--- config.mk ---
export PLATFORM = sky130hd
export DESIGN_NAME = receive_link_tap
export DESIGN_NICKNAME = d
export VERILOG_FILES = /design/src/rx_link_tap_pkg.sv /design/src/link_fifo.sv /design/src/link_sync.sv /design/src/receive_link_tap.sv
export SDC_FILE = /design/constraint.sdc
export NUM_CORES = 1
export LEC_CHECK = 0
export BUFFER_PORTS_ARGS = -buffer_cell sky130_fd_sc_hd__buf_2
export CAP_MARGIN = 40
export CORE_MARGIN = 8
export CORE_UTILIZATION = 45
export DETAILED_ROUTE_END_ITERATION = 8
export SYNTH_ARGS = -nofsm -noshare
export SYNTH_HDL_FRONTEND = slang
export SYNTH_SLANG_ARGS = --single-unit
--- constraint.sdc ---
create_clock -name clk_sys_i -period 3.4 [get_ports clk_sys_i]
set_clock_uncertainty 0.15 [all_clocks]
set_input_delay 0.34 -clock clk_sys_i [delete_from_list [all_inputs] [get_ports clk_sys_i]]
set_output_delay 0.34 -clock clk_sys_i [all_outputs]
set_load 0.01 [all_outputs]
--- src/rx_link_tap_pkg.sv ---
// Shared constants and carrier types for the receive data link tap
package rx_link_tap_pkg;

  // ----------------------------------------------------------------
  // Structure
  // ----------------------------------------------------------------
  localparam int unsigned LANES      = 8;
  localparam int unsigned FIFO_DEPTH = 8;
  localparam int unsigned SA_W       = 5;
  localparam int unsigned BITCNT_W   = 9;
  localparam int unsigned HALF_W     = 8;
  localparam int unsigned SYNC_W     = 4;

  // ----------------------------------------------------------------
  // Rates and derived counts
  // ----------------------------------------------------------------
  localparam longint unsigned SYS_CLK_HZ  = 200_000_000;
  localparam longint unsigned T1_BIT_HZ   = 1_544_000;
  localparam longint unsigned E1_BIT_HZ   = 2_048_000;
  // Longest half line period, rounded up; the half-period counter saturates at HALF_SAT, well above it
  localparam longint unsigned HALF_MAX_CYC =
    (SYS_CLK_HZ + 2 * T1_BIT_HZ - 1) / (2 * T1_BIT_HZ);
  localparam logic [HALF_W-1:0] HALF_SAT = 8'hff;

  // ----------------------------------------------------------------
  // Bit positions inside a frame
  // ----------------------------------------------------------------
  localparam logic [BITCNT_W-1:0] T1_SBIT_POS  = 9'h000;
  localparam logic [BITCNT_W-1:0] E1_SA_FIRST  = 9'h003;
  localparam logic [BITCNT_W-1:0] E1_SA_LAST   = 9'h007;
  localparam logic [BITCNT_W-1:0] BITCNT_RST   = 9'h000;

  // ----------------------------------------------------------------
  // Synchroniser bit order
  // ----------------------------------------------------------------
  localparam int unsigned SYN_CLK  = 0;
  localparam int unsigned SYN_DATA = 1;
  localparam int unsigned SYN_FST  = 2;
  localparam int unsigned SYN_ODD  = 3;

  // One received line bit with its data link mark
  typedef struct packed {
    logic data;
    logic mark;
  } link_word_type;

  localparam int unsigned WORD_W = $bits(link_word_type);

  // Per-lane configuration as seen by the tap
  typedef struct packed {
    logic            carrier_standard_select;
    logic            inverse_mux_mode;
    logic            link_strobe_form_select;
    logic [SA_W-1:0] national_bit_select;
  } lane_cfg_type;

endpackage
--- src/link_fifo.sv ---
// Parameterised valid/ready FIFO for the received line bits
`timescale 1ns/100ps
module link_fifo
  import rx_link_tap_pkg::*;
#(
  parameter int unsigned W = 2,
  parameter int unsigned D = 8
) (
  input  wire logic         clk_sys_i,
  input  wire logic         rst_n_i,
  input  wire logic         in_valid_i,
  output logic              in_ready_o,
  input  wire logic [W-1:0] in_data_i,
  output logic              out_valid_o,
  input  wire logic         out_ready_i,
  output logic      [W-1:0] out_data_o
);

  localparam int unsigned AW = $clog2(D);

  typedef struct packed {
    logic [D-1:0][W-1:0] mem;
    logic [AW-1:0]       wr_ptr;
    logic [AW-1:0]       rd_ptr;
    logic [AW:0]         count;
  } fifo_state_type;

  fifo_state_type state_r;
  fifo_state_type state_nxt;
  logic           push;
  logic           pop;

  assign in_ready_o  = (state_r.count < (AW+1)'(D));
  assign out_valid_o = (state_r.count != '0);
  assign out_data_o  = state_r.mem[state_r.rd_ptr];
  assign push        = in_valid_i & in_ready_o;
  assign pop         = out_ready_i & out_valid_o;

  always_comb begin
    state_nxt = state_r;
    if (push) begin
      state_nxt.mem[state_r.wr_ptr] = in_data_i;
      state_nxt.wr_ptr = (state_r.wr_ptr == AW'(D - 1)) ? '0 : state_r.wr_ptr + 1'b1;
    end
    if (pop) begin
      state_nxt.rd_ptr = (state_r.rd_ptr == AW'(D - 1)) ? '0 : state_r.rd_ptr + 1'b1;
    end
    if (push && !pop) begin
      state_nxt.count = state_r.count + 1'b1;
    end else if (pop && !push) begin
      state_nxt.count = state_r.count - 1'b1;
    end
  end

  always_ff @(posedge clk_sys_i or negedge rst_n_i) begin
    if (!rst_n_i) begin
      state_r <= '0;
    end else begin
      state_r <= state_nxt;
    end
  end

endmodule // link_fifo

--- src/link_sync.sv ---
// Two-stage synchroniser with edge detection for line-side inputs
`timescale 1ns/100ps
module link_sync
  import rx_link_tap_pkg::*;
#(
  parameter int unsigned W = 4
) (
  input  wire logic         clk_sys_i,
  input  wire logic         rst_n_i,
  input  wire logic [W-1:0] async_i,
  output logic      [W-1:0] level_o,
  output logic      [W-1:0] rise_o,
  output logic      [W-1:0] fall_o
);

  typedef struct packed {
    logic [W-1:0] meta_r;
    logic [W-1:0] sync_r;
    logic [W-1:0] last_r;
  } sync_state_type;

  sync_state_type state_r;
  sync_state_type state_nxt;

  always_comb begin
    state_nxt        = state_r;
    state_nxt.meta_r = async_i;
    state_nxt.sync_r = state_r.meta_r;
    state_nxt.last_r = state_r.sync_r;
  end

  always_ff @(posedge clk_sys_i or negedge rst_n_i) begin
    if (!rst_n_i) begin
      state_r <= '0;
    end else begin
      state_r <= state_nxt;
    end
  end

  // First stage feeds only the second stage
  assign level_o = state_r.sync_r;
  assign rise_o  = state_r.sync_r & ~state_r.last_r;
  assign fall_o  = ~state_r.sync_r & state_r.last_r;

endmodule // link_sync

--- src/receive_link_tap.sv ---
// Eight-lane receive data link tap: line stream and link strobe outputs
//
// Operation
// - Each lane outputs the whole decoded line stream, framing bits included, on its line clock.
// - The stream never passes a slip buffer and follows only the extracted line clock.
// - In T1 the stream runs at the line rate and each bit is launched on the line clock rise.
// - In E1 the stream runs at the line rate and each bit is launched on the line clock fall.
// - The link strobe marks the embedded data link bits inside the stream.
// - In T1 without inverse mux the gapped strobe is a 4 kHz clock on whose rise the far end samples.
// - In T1 the gapped strobe rise sits mid S-bit, on a falling edge of the line clock.
// - A form select input picks a gapped clock or an enable for the strobe.
// - In T1 inverse mux the strobe copies the line clock and the stream stays in step with it.
// - Inverse mux is active only while its mode bit is 1.
// - In E1 the strobe marks chosen national bits 4 to 8 of timeslot 0 of non-alignment frames.
// - In E1 the gapped strobe averages 4 kHz per chosen national bit, 4 to 20 kHz.
// - In E1 inverse mux the strobe is a clock at twice the line clock rate.
// - There are eight independent lanes, each driven only by its own framer.
// - Carrier select 0 means E1, otherwise T1.
`timescale 1ns/100ps
module receive_link_tap
  import rx_link_tap_pkg::*;
(
  input  wire logic                       clk_sys_i,
  input  wire logic                       rst_n_i,
  input  wire logic [LANES-1:0]           extracted_line_clock_in_i,
  input  wire logic [LANES-1:0]           line_data_i,
  input  wire logic [LANES-1:0]           line_frame_start_i,
  input  wire logic [LANES-1:0]           line_frame_odd_i,
  input  wire logic [LANES-1:0]           carrier_standard_select_i,
  input  wire logic [LANES-1:0]           inverse_mux_mode_i,
  input  wire logic [LANES-1:0]           link_strobe_form_select_i,
  input  wire logic [LANES-1:0][SA_W-1:0] national_bit_select_i,
  output logic      [LANES-1:0]           receive_link_stream_out_o,
  output logic      [LANES-1:0]           receive_link_strobe_o,
  output logic      [LANES-1:0]           link_fifo_stall_o
);

  // ----------------------------------------------------------------
  // State
  // ----------------------------------------------------------------
  typedef struct packed {
    logic                stream_r;
    logic                strobe_r;
    logic                mark_r;
    logic                dbl_r;
    logic                stall_r;
    logic [BITCNT_W-1:0] bit_cnt;
    logic [HALF_W-1:0]   half_cnt;
    logic [HALF_W-1:0]   half_len;
  } lane_type;

  typedef struct packed {
    lane_type [LANES-1:0] lane;
  } tap_state_type;

  tap_state_type state_r;
  tap_state_type state_nxt;

  // ----------------------------------------------------------------
  // Data link bit decode
  // ----------------------------------------------------------------
  function automatic logic is_link_bit(input lane_cfg_type        cfg,
                                       input logic                odd,
                                       input logic [BITCNT_W-1:0] idx);
    logic [BITCNT_W-1:0] sa_idx;
    logic                hit;
    sa_idx = idx - E1_SA_FIRST;
    hit    = 1'b0;
    if (cfg.carrier_standard_select) begin
      hit = odd && (idx == T1_SBIT_POS);
    end else if (odd && idx >= E1_SA_FIRST && idx <= E1_SA_LAST) begin
      hit = cfg.national_bit_select[sa_idx[2:0]];
    end
    return hit;
  endfunction

  // ----------------------------------------------------------------
  // Per-lane synchronisers and FIFOs
  // ----------------------------------------------------------------
  logic [LANES-1:0][SYNC_W-1:0] syn_level;
  logic [LANES-1:0][SYNC_W-1:0] syn_rise;
  logic [LANES-1:0][SYNC_W-1:0] syn_fall;
  logic [LANES-1:0]             fifo_in_valid;
  logic [LANES-1:0]             fifo_in_ready;
  link_word_type [LANES-1:0]    fifo_in_data;
  logic [LANES-1:0]             fifo_out_valid;
  logic [LANES-1:0]             fifo_out_ready;
  link_word_type [LANES-1:0]    fifo_out_data;
  lane_cfg_type [LANES-1:0]     cfg;

  genvar g;
  generate
    for (g = 0; g < LANES; g++) begin : g_lane
      assign cfg[g] = '{carrier_standard_select: carrier_standard_select_i[g],
                        inverse_mux_mode:        inverse_mux_mode_i[g],
                        link_strobe_form_select: link_strobe_form_select_i[g],
                        national_bit_select:     national_bit_select_i[g]};

      link_sync #(
        .W (SYNC_W)
      ) u_sync (
        .clk_sys_i (clk_sys_i),
        .rst_n_i   (rst_n_i),
        .async_i   ({line_frame_odd_i[g], line_frame_start_i[g],
                     line_data_i[g], extracted_line_clock_in_i[g]}),
        .level_o   (syn_level[g]),
        .rise_o    (syn_rise[g]),
        .fall_o    (syn_fall[g])
      );

      link_fifo #(
        .W (WORD_W),
        .D (FIFO_DEPTH)
      ) u_fifo (
        .clk_sys_i   (clk_sys_i),
        .rst_n_i     (rst_n_i),
        .in_valid_i  (fifo_in_valid[g]),
        .in_ready_o  (fifo_in_ready[g]),
        .in_data_i   (fifo_in_data[g]),
        .out_valid_o (fifo_out_valid[g]),
        .out_ready_i (fifo_out_ready[g]),
        .out_data_o  (fifo_out_data[g])
      );
    end
  endgenerate

  // ----------------------------------------------------------------
  // Lane behaviour
  // ----------------------------------------------------------------
  always_comb begin
    logic                clk_lvl;
    logic                clk_edge;
    logic                launch;
    logic [BITCNT_W-1:0] idx;
    lane_type            ln;
    clk_lvl   = 1'b0;
    clk_edge  = 1'b0;
    launch    = 1'b0;
    idx       = BITCNT_RST;
    ln        = '0;
    state_nxt = state_r;
    for (int l = 0; l < LANES; l++) begin
      ln       = state_r.lane[l];
      clk_lvl  = syn_level[l][SYN_CLK];
      clk_edge = syn_rise[l][SYN_CLK] | syn_fall[l][SYN_CLK];

      // Capture each decoded bit on the line clock rise, framing bits too
      idx = syn_level[l][SYN_FST] ? BITCNT_RST : ln.bit_cnt + 1'b1;
      fifo_in_valid[l]     = syn_rise[l][SYN_CLK];
      fifo_in_data[l].data = syn_level[l][SYN_DATA];
      fifo_in_data[l].mark = is_link_bit(cfg[l], syn_level[l][SYN_ODD], idx);
      if (syn_rise[l][SYN_CLK]) begin
        ln.bit_cnt = idx;
      end
      // A full FIFO drops the incoming bit; the line cannot be held off
      ln.stall_r = ~fifo_in_ready[l];

      // Launch edge follows the carrier standard
      launch = cfg[l].carrier_standard_select ? syn_rise[l][SYN_CLK]
                                              : syn_fall[l][SYN_CLK];
      fifo_out_ready[l] = launch;
      if (launch && fifo_out_valid[l]) begin
        ln.stream_r = fifo_out_data[l].data;
        ln.mark_r   = fifo_out_data[l].mark;
      end

      // Half-period measurement drives the E1 clock doubler
      if (clk_edge) begin
        ln.half_len = ln.half_cnt;
        ln.half_cnt = '0;
        ln.dbl_r    = ~ln.dbl_r;
      end else begin
        if (ln.half_cnt != HALF_SAT) begin
          ln.half_cnt = ln.half_cnt + 1'b1;
        end
        if (ln.half_cnt == (ln.half_len >> 1)) begin
          ln.dbl_r = ~ln.dbl_r;
        end
      end

      // Strobe selection
      if (cfg[l].inverse_mux_mode) begin
        ln.strobe_r = cfg[l].carrier_standard_select ? clk_lvl : ln.dbl_r;
      end else if (!cfg[l].link_strobe_form_select) begin
        ln.strobe_r = ln.mark_r;
      end else if (cfg[l].carrier_standard_select) begin
        // Rise on the line clock fall, mid-bit since T1 launches on the rise
        ln.strobe_r = ln.mark_r & ~clk_lvl;
      end else begin
        // E1 launches on the fall, so mid-bit is the line clock rise
        ln.strobe_r = ln.mark_r & clk_lvl;
      end
      state_nxt.lane[l] = ln;
    end
  end

  always_ff @(posedge clk_sys_i or negedge rst_n_i) begin
    if (!rst_n_i) begin
      state_r <= '0;
    end else begin
      state_r <= state_nxt;
    end
  end

  // ----------------------------------------------------------------
  // Outputs
  // ----------------------------------------------------------------
  always_comb begin
    for (int l = 0; l < LANES; l++) begin
      receive_link_stream_out_o[l] = state_r.lane[l].stream_r;
      receive_link_strobe_o[l]     = state_r.lane[l].strobe_r;
      link_fifo_stall_o[l]         = state_r.lane[l].stall_r;
    end
  end

endmodule // receive_link_tap

==> flow_metrics.py, run 1 <==
metrics = {
    "global_routing": {
        "grt_pass1_wl_um": 93500,
        "grt_overflow_total": 0,
        "grt_pass1_vias": 19600,
        "track_usage_pct": 15.4,
        "grt_max_degree": 108,
        "antenna_found_initial": 0,
    },
    "hold_path": {
        "hold_class": "input pin to flop",
    },
    "sta": {
        "whs_ns": 0.0612,
        "tightest_slew_ns": 0.649,
        "fin_crit_ns": 3.26,
        "finalSetupTns_ns": 0,
        "rsz0062_at_grt": "false",
        "max_freq_mhz": 307,
        "slew_headroom_pct": 56.7,
        "period_share_pct": 95.8,
        "drv_slew": 0,
        "hold_viol_final": 0,
        "setup_violations": 0,
    },
    "synthesis": {
        "synth_fp_nets": 2753,
        "yosys_warnings": 0,
        "synth_cell_types": 98,
        "ys_ff_latch": 512,
        "syn_inst": 2543,
        "ys_top_cells_by_count": "512 x dfrtp_1, 210 x mux2_2, 196 x nand2_1",
        "yosysSeqAreaShare_pct": 46.9,
        "syn-cell-area_um2": 27300,
        "synth_enable_flop_cells": 0,
        "async_flop_share_pct": 100,
        "yosysTopAreaCell": "dfrtp_1",
        "synthTopCellsByArea": "dfrtp_1 47%, mux2_2 8.7%, ha_1 4.8%",
        "syn_avg_cell_area_um2": 10.7,
        "synth_top_area_share_pct": 46.9,
        "synth_most_common_cell": "dfrtp_1",
        "ys.flop_type": "dfrtp_1",
    },
    "place": {
        "io_buffer_count": 121,
        "placedCellCount": 3368,
        "hpwl_um": 37300,
        "place_congestion": 0.845,
    },
    "routing": {
        "route.detailed.drc": 0,
        "top_layer": "met4",
        "dr_wl_met3_um": 1850,
        "met1_length_um": 25000,
        "num_vias": 19200,
        "drt-initial-drc-count": 971,
        "wl_met2_um": 25800,
        "drt-wirelength-per-cell_um": 15.2,
        "wirelength_um": 53700,
        "firstDrtPassIters": 6,
        "viasPerCell": 5.46,
        "detail-route-antenna-nets": 0,
    },
    "setup_path": {
        "crit_path_max_fanout": 7,
        "crit_arrival_ns": 3.59,
        "ff2ff_setup_slack_ns": 0.14,
        "critPathBufInv": 1,
        "crit_path_cell_trace": "ha_2 -> nand4_1 -> nor2_4 -> nor2_1 -> or4_1 -> nor4_4 -> mux2i_1 -> a31oi_1 -> dlygate4sd3_1",
        "cp_top_family": "simple AND/OR/NAND/NOR gates",
        "critPathLaunchType": "flop",
        "crit_path_top_delay_cell": "dlygate4sd3_1",
        "max_stage_delay_ns": 0.55,
        "critical_path_required_ns": 3.74,
        "critical_path.endpoint_type": "flop",
        "critical_path_class": "flop to flop",
    },
    "clock_tree": {
        "cts_made_buffers": 58,
        "h-tree-depth": 2,
        "cts-root-buf": "clkbuf_16",
        "cts.sinks": 512,
        "cts_tree": "yes",
        "clk_latency_ns": 0.61,
        "clk_path_buf_depth": 3,
        "clk_pin_slew_ns": 0.06,
    },
    "layout": {
        "filler_cell_count": 5189,
        "syn_to_final_growth_pct": 14.4,
        "final_cell_count_no_fill": 3528,
        "diodes": 0,
        "final_net_count": 2906,
        "drive_above_1_share_pct": 19.9,
    },
    "power": {
        "swShare_pct": 31.2,
        "combPwrFrac_pct": 26.6,
        "internal-power_mw": 15.0,
        "p_sw_mw": 6.77,
        "seq_power_share_pct": 42.9,
        "vdd_drop_max_uv": 686,
        "power_frac_clock_pct": 30.5,
        "power_density_nw_per_um2": 695,
        "total_leakage_power_nw": 14.1,
    },
    "floorplan": {
        "start_util_pct": 45.4,
        "die_height_um": 262,
        "fp-row-count": 90,
        "fp.dieW_um": 262,
        "coreArea_um2": 60200,
        "die-area_um2": 68900,
        "io_pins": 122,
    },
    "flow_run": {
        "drv_cap": 0,
    },
    "status": {
        "status": "completed",
    },
}
flip-flops by register name, indices dropped and copies added, names as in the netlist:
| name | count |
|---|---|
| receive_link_strobe_o | 8 |
| g_lane.u_sync.state_r | 8 |
| receive_link_stream_out_o | 8 |
| g_lane.u_fifo.state_r | 208 |
| g_lane.u_sync.level_o | 32 |
| link_fifo_stall_o | 8 |
| state_r | 208 |
| g_lane.u_sync.state_nxt | 32 |
cells by family (layout without fill, tap and decap cells):
family	after synthesis	count (layout)	synth area share, %
and+or+nand+nor	796	796	15.2
xor gates and xnor gates	127	127	4.34
AOI/OAI and AO/OA	442	442	10.5
buffers and inverters	249	452	3.92
adders and majority gates	113	113	5.39
muxes	304	304	13.7
DFF	512	512	46.9
path summary, 6_finish.rpt:
check	from	end	cells past startpoint
worst max-delay path	state_r[159]	receive_link_strobe_o[5]	9
max in group asynchronous	rst_n_i	state_r[219]	4
worst min-delay path	link_strobe_form_select_i[7]	receive_link_strobe_o[7]	5
worst max register to register	state_r[159]	receive_link_strobe_o[5]	9
min in group asynchronous	rst_n_i	g_lane[3].u_fifo.state_r[14]	2
worst min register to register	g_lane[2].u_sync.state_nxt[6]	g_lane[2].u_sync.level_o[2]	0
cell type report:
| type | instances | area (um2) | area share (%) |
|---|---|---|---|
| multi-input cells | 1782 | 13500 | 43.0 |
| flip-flops and latches | 512 | 12800 | 41.0 |
| clock buffers | 75 | 1640 | 5.23 |
| repair buffers | 204 | 1440 | 4.60 |
| well taps | 782 | 978 | 3.13 |
| inverters | 138 | 518 | 1.66 |
| clock inverters | 35 | 425 | 1.36 |
placed cells by master (no fill, tap or decap), drive strengths merged, types with 8 or more instances in the layout:
cell type and count:
a211oi 8, a21boi 12, a21o 18, a21oi 106
a31oi 25, and2 12, and3 33, and4 20
buf 154, bufinv 9, clkbuf 75, clkinv 26
dfrtp 512, dlygate4sd3 50, fa 8, ha 104
inv 137, mux2 211, mux2i 58, mux4 35
nand2 197, nand2b 29, nand3 102, nand3b 33
nand4 27, nor2 160, nor2b 28, nor3 62
nor3b 40, nor4 14, o211ai 8, o21a 28
o21ai 88, o22ai 56, o31ai 11, or3 8
xnor2 90, xor2 33
routing by layer:
layer	track usage (%)	vias to the layer above
li1	-	9438
met2	26.0	269
met3	2.83	70
met5	0	-
met4	4.06	0
met1	20.4	9471
worst min-delay path, cell delays in order:
cell	delay, ns
buf_2	0.10
nand2_1	0.05
a21oi_1	0.13
a211o_1	0.11
nor2_1	0.04
timing repair:
| action | 4_1_cts | 5_1_grt |
|---|---|---|
| endpoints found under the setup margin | 0 | 3 |
| resized for setup | 0 | 6 |
| setup buffers | 0 | 0 |
| hold buffers | 50 | 0 |
| hold endpoints to repair | 119 | 0 |
power groups by stage:
stage / sequential (mW) / clock, mW / combinational, mW
after floorplan: 8.79 / 0 / 4.89
after global placement: 9.33 / 0 / 5.47
after detailed placement: 9.43 / 0 / 5.74
after CTS: 9.34 / 6.87 / 5.85
after global routing: 9.61 / 7.14 / 6.53
final: 9.32 / 6.63 / 5.77
stage by stage:
stage	setup WS, ns	instance area [um2]	utilization [%]	power (mW)
global placement	0.468	28700	47.6	14.8
CTS	0.111	31200	51.9	22.1
finish	0.143	31300	51.9	21.7
floorplan	0.672	27300	-	13.7
detailed placement	0.355	28700	47.6	15.2
global route	0.0110	31300	51.9	23.3
No activity file was read; power rests on OpenSTA's default activity.
==> run 2, diff against run 1 <==
--- a/config.mk
+++ b/config.mk
@@ -10,6 +10,8 @@
 export CORE_MARGIN = 8
 export CORE_UTILIZATION = 45
 export DETAILED_ROUTE_END_ITERATION = 8
+export PLACE_DENSITY_LB_ADDON = 0.1
+export RECOVER_POWER = 100
 export SYNTH_ARGS = -nofsm -noshare
 export SYNTH_HDL_FRONTEND = slang
 export SYNTH_SLANG_ARGS = --single-unit
==> run 2 against run 1 <==
Against the previous run: the flow now finishes with violations (max-capacitance violations, max-slew violations); sequential power barely moved; clock-buffer cell count rose by 12; global-route usage rose by 0.21 points; utilization fell by 0.67 points; first-iteration DRC count fell by 1.0%; final cell count fell by 0.37%; sequential share of layout area rose by 0.54 points; design area fell by 1.3%.
==> flow_metrics.py, run 2 (synthesized netlist as in run 1, its figures left out) <==
metrics = {
    "clock_tree": {
        "h-tree-depth": 2,
        "cts.sinks": 512,
        "cts-root-buf": "clkbuf_16",
        "clk_pin_slew_ns": 0.05,
        "clk_latency_ns": 0.60,
        "clk_path_buf_depth": 3,
        "cts_made_buffers": 58,
        "cts_tree": "yes",
    },
    "routing": {
        "num_vias": 19100,
        "drt-wirelength-per-cell_um": 15.4,
        "drt-initial-drc-count": 961,
        "route.detailed.drc": 0,
        "firstDrtPassIters": 5,
        "wirelength_um": 54200,
        "detail-route-antenna-nets": 0,
        "viasPerCell": 5.44,
    },
    "power": {
        "p_sw_mw": 6.59,
        "combPwrFrac_pct": 26.8,
        "vdd_drop_max_uv": 417,
        "total_leakage_power_nw": 13.8,
        "internal-power_mw": 14.5,
        "swShare_pct": 31.3,
        "p_total_mw": 21.1,
        "power_density_nw_per_um2": 683,
        "seq_power_share_pct": 44.2,
        "power_frac_clock_pct": 29.0,
    },
    "sta": {
        "max_freq_mhz": 316,
        "rsz0062_at_grt": "false",
        "slew_headroom_pct": -39.9,
        "fin_crit_ns": 3.17,
        "setup_violations": 0,
        "tightest_slew_ns": 2.10,
        "hold_viol_final": 0,
        "finalSetupTns_ns": 0,
        "period_share_pct": 93.1,
        "drv_slew": 75,
    },
    "layout": {
        "largest_registers": "g_lane.u_fifo.state_r: 208 flops, state_r: 208 flops",
        "final_net_count": 2904,
        "drive_above_1_share_pct": 17.1,
        "post-route-util_pct": 51.2,
        "layout_common_cells": "511 x dfrtp_1, 205 x mux2_2, 196 x nand2_1",
        "final_common_cell": "dfrtp_1",
        "syn_to_final_growth_pct": 13.0,
        "diodes": 0,
    },
    "hold_path": {
        "hold_class": "input pin to flop",
        "hold_depth": 5,
    },
    "status": {
        "violations": "max-capacitance violations, max-slew violations",
        "status": "complete, but fails checks",
    },
    "setup_path": {
        "critical_path_class": "flop to flop",
        "critical_path.endpoint_type": "flop",
        "cp_top_family": "simple AND/OR/NAND/NOR gates",
        "critical_path_required_ns": 3.72,
        "cp.depth": 9,
        "critPathLaunchType": "flop",
        "max_stage_delay_ns": 0.57,
        "crit_path_top_delay_cell": "dlygate4sd3_1",
        "r2r_cells": 9,
        "critPathBufInv": 1,
        "crit_path_max_fanout": 7,
        "crit_arrival_ns": 3.49,
        "crit_path_cell_trace": "ha_1 -> and4_2 -> nand2_4 -> a21oi_1 -> or4_1 -> nor4_4 -> mux2i_1 -> a31oi_1 -> dlygate4sd3_1",
    },
    "floorplan": {
        "coreArea_um2": 60200,
        "fp.dieW_um": 262,
        "die_height_um": 262,
        "io_pins": 122,
        "fp-row-count": 90,
        "start_util_pct": 45.4,
        "die-area_um2": 68900,
    },
    "global_routing": {
        "antenna_found_initial": 3,
        "grt_pass1_wl_um": 94200,
        "grt_overflow_total": 0,
        "grt_pass1_vias": 19300,
        "track_usage_pct": 15.7,
        "grt_max_degree": 86,
    },
    "place": {
        "io_buffer_count": 121,
        "hpwl_um": 37900,
        "place_congestion": 0.832,
    },
    "flow_run": {
        "drv_cap": 1,
    },
}
-- run 2: path summary, 6_finish.rpt --
| kind | startpoint | endpoint | slack (ns) |
|---|---|---|---|
| max | state_r[158] | receive_link_strobe_o[5] | 0.23 |
| max in group asynchronous | rst_n_i | g_lane[2].u_fifo.state_r[25] | 0.66 |
| max reg2reg | state_r[158] | receive_link_strobe_o[5] | 0.23 |
| min in group asynchronous | rst_n_i | state_r[110] | 0.75 |
| min reg2reg | g_lane[0].u_sync.state_nxt[6] | g_lane[0].u_sync.level_o[2] | 0.20 |
| min | link_strobe_form_select_i[4] | receive_link_strobe_o[4] | 0.06 |
-- run 2: worst min-delay path, stage by stage --
cell and delay, ns:
buf_2 0.09, nand3_1 0.06, o21ai_0 0.08, a221o_1 0.15
nor2_1 0.04
-- run 2: per-layer routing --
metal	vias to the layer above	track usage, %	wire length, um
li1	9426	-	-
met1	9389	20.8	25300
met2	218	26.3	26000
met3	80	2.96	1930
met4	6	3.92	1000
met5	-	0	36
-- run 2: area by class of cell --
type                    count  area (um2)
flip-flops and latches    512       12800
clock inverters            12         145
clock buffers              87        1720
multi-input cells        1782       13400
repair buffers            202        1270
inverters                 138         518
fillers                  5382       29400
well taps                 782         978
-- run 2: power by group through the flow --
stage / logic (mW) / registers [mW] / clock network (mW)
6_report: 5.64 / 9.32 / 6.10
5_1_grt: 6.43 / 9.62 / 6.60
4_1_cts: 5.83 / 9.34 / 6.37
3_5_place_dp: 5.75 / 9.43 / 0
3_3_place_gp: 5.53 / 9.35 / 0
2_1_floorplan: 4.89 / 8.79 / 0
-- run 2: repair_timing --
action,in CTS,in global routing
gates resized for setup,0,7
endpoints found under the setup margin,0,2
hold buffers,49,0
hold endpoints to repair,108,0
setup buffers,0,0
-- run 2: stage by stage --
step | cells | instance area [um2] | setup WS (ns) | hold slack [ns]
4_1_cts | 3515 | 31000 | 0.0871 | 0.00262
6_report | 3515 | 30900 | 0.234 | 0.0616
3_5_place_dp | 3367 | 28700 | 0.326 | 0.185
5_1_grt | 3515 | 30900 | 0.0351 | 0.0633
2_1_floorplan | 2543 | 27300 | 0.672 | -0.106
3_3_place_gp | 3367 | 28700 | 0.436 | 0.182
==> run 3, diff against run 2 <==
--- a/config.mk
+++ b/config.mk
@@ -9,8 +9,8 @@
 export CAP_MARGIN = 40
 export CORE_MARGIN = 8
 export CORE_UTILIZATION = 45
+export CTS_BUF_LIST = sky130_fd_sc_hd__clkbuf_8
 export DETAILED_ROUTE_END_ITERATION = 8
-export PLACE_DENSITY_LB_ADDON = 0.1
 export RECOVER_POWER = 100
 export SYNTH_ARGS = -nofsm -noshare
 export SYNTH_HDL_FRONTEND = slang
==> run 3 against run 2 <==
Against the previous run: register-to-register slack got worse by 0.10 ns; highest routed layer is now met4; flip-flop and latch count unchanged; first-iteration DRC count shrank 3.3%; final cell count rose by 2.3%; fmax fell by 3.2%; total power is 0.14% higher; critical path type unchanged; the flow still finishes with violations (max-capacitance violations, max-slew violations); non-clock buffer count grew 6; global-route usage shrank 0.16 points; sequential power barely moved; wire length fell by 0.83%; combinational power is 0.7% higher.
==> flow_metrics.py, run 3 (synthesized netlist as in run 1, its figures left out) <==
metrics = {
    "place": {
        "placedCellCount": 3368,
        "hpwl_um": 37300,
        "io_buffer_count": 121,
        "place_congestion": 0.845,
        "place_ws_ns": 0.355,
    },
    "layout": {
        "layout_common_cells": "512 x dfrtp_1, 209 x mux2_2, 196 x nand2_1",
        "filler_cell_count": 5302,
        "multi_input_area_um2": 13400,
        "largest_registers": "g_lane.u_fifo.state_r: 208 flops, state_r: 208 flops",
        "syn_to_final_growth_pct": 13.5,
        "regArea_um2": 12800,
        "drive_above_1_share_pct": 18.9,
        "final_net_count": 2944,
        "final_cell_count_no_fill": 3595,
        "final_common_cell": "dfrtp_1",
    },
    "sta": {
        "hold_viol_final": 0,
        "rsz0062_at_grt": "false",
        "drv_slew": 63,
        "slew_headroom_pct": -21.7,
        "max_freq_mhz": 306,
        "setup_violations": 0,
        "period_share_pct": 96.2,
        "fin_crit_ns": 3.27,
        "setup_ws_ns": 0.129,
        "finalSetupTns_ns": 0,
        "tightest_slew_ns": 1.83,
    },
    "status": {
        "status": "complete, but fails checks",
        "violations": "max-capacitance violations, max-slew violations",
    },
    "power": {
        "vdd_drop_max_uv": 327,
        "power_frac_clock_pct": 28.9,
        "swShare_pct": 32.1,
        "internal-power_mw": 14.3,
        "seq_power_share_pct": 44.2,
        "combPwrFrac_pct": 26.9,
        "p_sw_mw": 6.77,
        "p_total_mw": 21.1,
        "power_density_nw_per_um2": 680,
        "total_leakage_power_nw": 14.0,
    },
    "clock_tree": {
        "clk_path_buf_depth": 3,
        "clk_pin_slew_ns": 0.06,
        "cts-root-buf": "clkbuf_8",
        "clk_latency_ns": 0.66,
        "h-tree-depth": 3,
        "post_cts_buffers": 0,
        "cts.sinks": 512,
        "cts_tree": "yes",
        "cts_made_buffers": 92,
    },
    "setup_path": {
        "critical_path_required_ns": 3.78,
        "critical_path_class": "flop to flop",
        "crit_path_max_fanout": 7,
        "critical_path.endpoint_type": "flop",
        "crit_arrival_ns": 3.65,
        "critPathLaunchType": "flop",
    },
    "global_routing": {
        "grt_max_degree": 108,
        "grt_pass1_wl_um": 93500,
        "grt_pass1_vias": 19700,
        "track_usage_pct": 15.5,
        "grt_overflow_total": 0,
        "antenna_found_initial": 1,
    },
    "routing": {
        "met1_length_um": 25200,
        "detail-route-antenna-nets": 0,
        "dr_wl_met3_um": 1820,
        "wl_met2_um": 25600,
        "route.detailed.drc": 0,
        "num_vias": 19300,
        "wirelength_um": 53800,
        "viasPerCell": 5.37,
        "drt-wirelength-per-cell_um": 15.0,
        "firstDrtPassIters": 5,
        "top_layer": "met4",
        "drt-initial-drc-count": 929,
    },
    "hold_path": {
        "hold_class": "input pin to flop",
    },
    "floorplan": {
        "fp-row-count": 90,
        "coreArea_um2": 60200,
        "start_util_pct": 45.4,
        "die-area_um2": 68900,
        "die_height_um": 262,
        "io_pins": 122,
        "fp.dieW_um": 262,
    },
    "flow_run": {
        "drv_cap": 1,
    },
}
-- run 3: final timing paths --
kind                                               start                           to  slack [ns]  cells past startpoint
min in group asynchronous                        rst_n_i                 state_r[106]        0.57                      2
max                                         state_r[158]     receive_link_strobe_o[5]        0.13                      9
max reg2reg                                 state_r[158]     receive_link_strobe_o[5]        0.13                      9
min reg2reg                g_lane[7].u_sync.state_nxt[7]  g_lane[7].u_sync.level_o[3]        0.19                      0
min                         carrier_standard_select_i[5]  g_lane[5].u_fifo.state_r[5]        0.13                      6
max in group asynchronous                        rst_n_i                 state_r[212]        0.54                      4
-- run 3: routing by layer --
metal | vias up | global-route usage [%]
li1 | 9512 | -
met1 | 9451 | 20.4
met2 | 261 | 25.6
met3 | 82 | 3.27
met4 | 0 | 4.67
met5 | - | 0
-- run 3: power groups by stage --
stage               clock [mW]  sequential, mW  combinational, mW
floorplan                    0            8.79               4.89
finish                    6.09            9.33               5.68
CTS                       6.35            9.34               5.85
detailed placement           0            9.43               5.74
global route              6.62            9.61               6.45
global placement             0            9.33               5.47
-- run 3: metrics by stage --
stage	util, %	instance area (um2)	hold WS (ns)
after floorplan	-	27300	-0.106
after global placement	47.6	28700	0.181
after detailed placement	47.6	28700	0.186
after CTS	51.8	31200	0.0146
after global routing	51.5	31000	0.0998
final	51.5	31000	0.126
-- run 3: area by class of cell --
cell class	instances	area share, %
Antenna cell	3	0.0242
Clock buffer	125	5.55
Sequential cell	512	41.3
Timing Repair Buffer	208	4.22
Tap cell	782	3.15
Inverter	138	1.67
Multi-Input combinational cell	1782	43.2
Clock inverter	45	0.916
-- run 3: timing repair --
item | 4_1_cts | 5_1_grt
hold buffers | 54 | 0
gates resized for setup | 0 | 7
setup endpoints to repair | 0 | 4
endpoints found under the hold margin | 381 | 0
-- run 3: critical path, cell delays in order, from the launching register on --
cell and delay [ns]:
dfrtp_1 0.45, ha_1 0.29, and4_2 0.30, nand2_4 0.12
a21oi_1 0.07, or4_1 0.56, nor4_4 0.34, mux2i_1 0.23
a31oi_1 0.09, dlygate4sd3_1 0.55
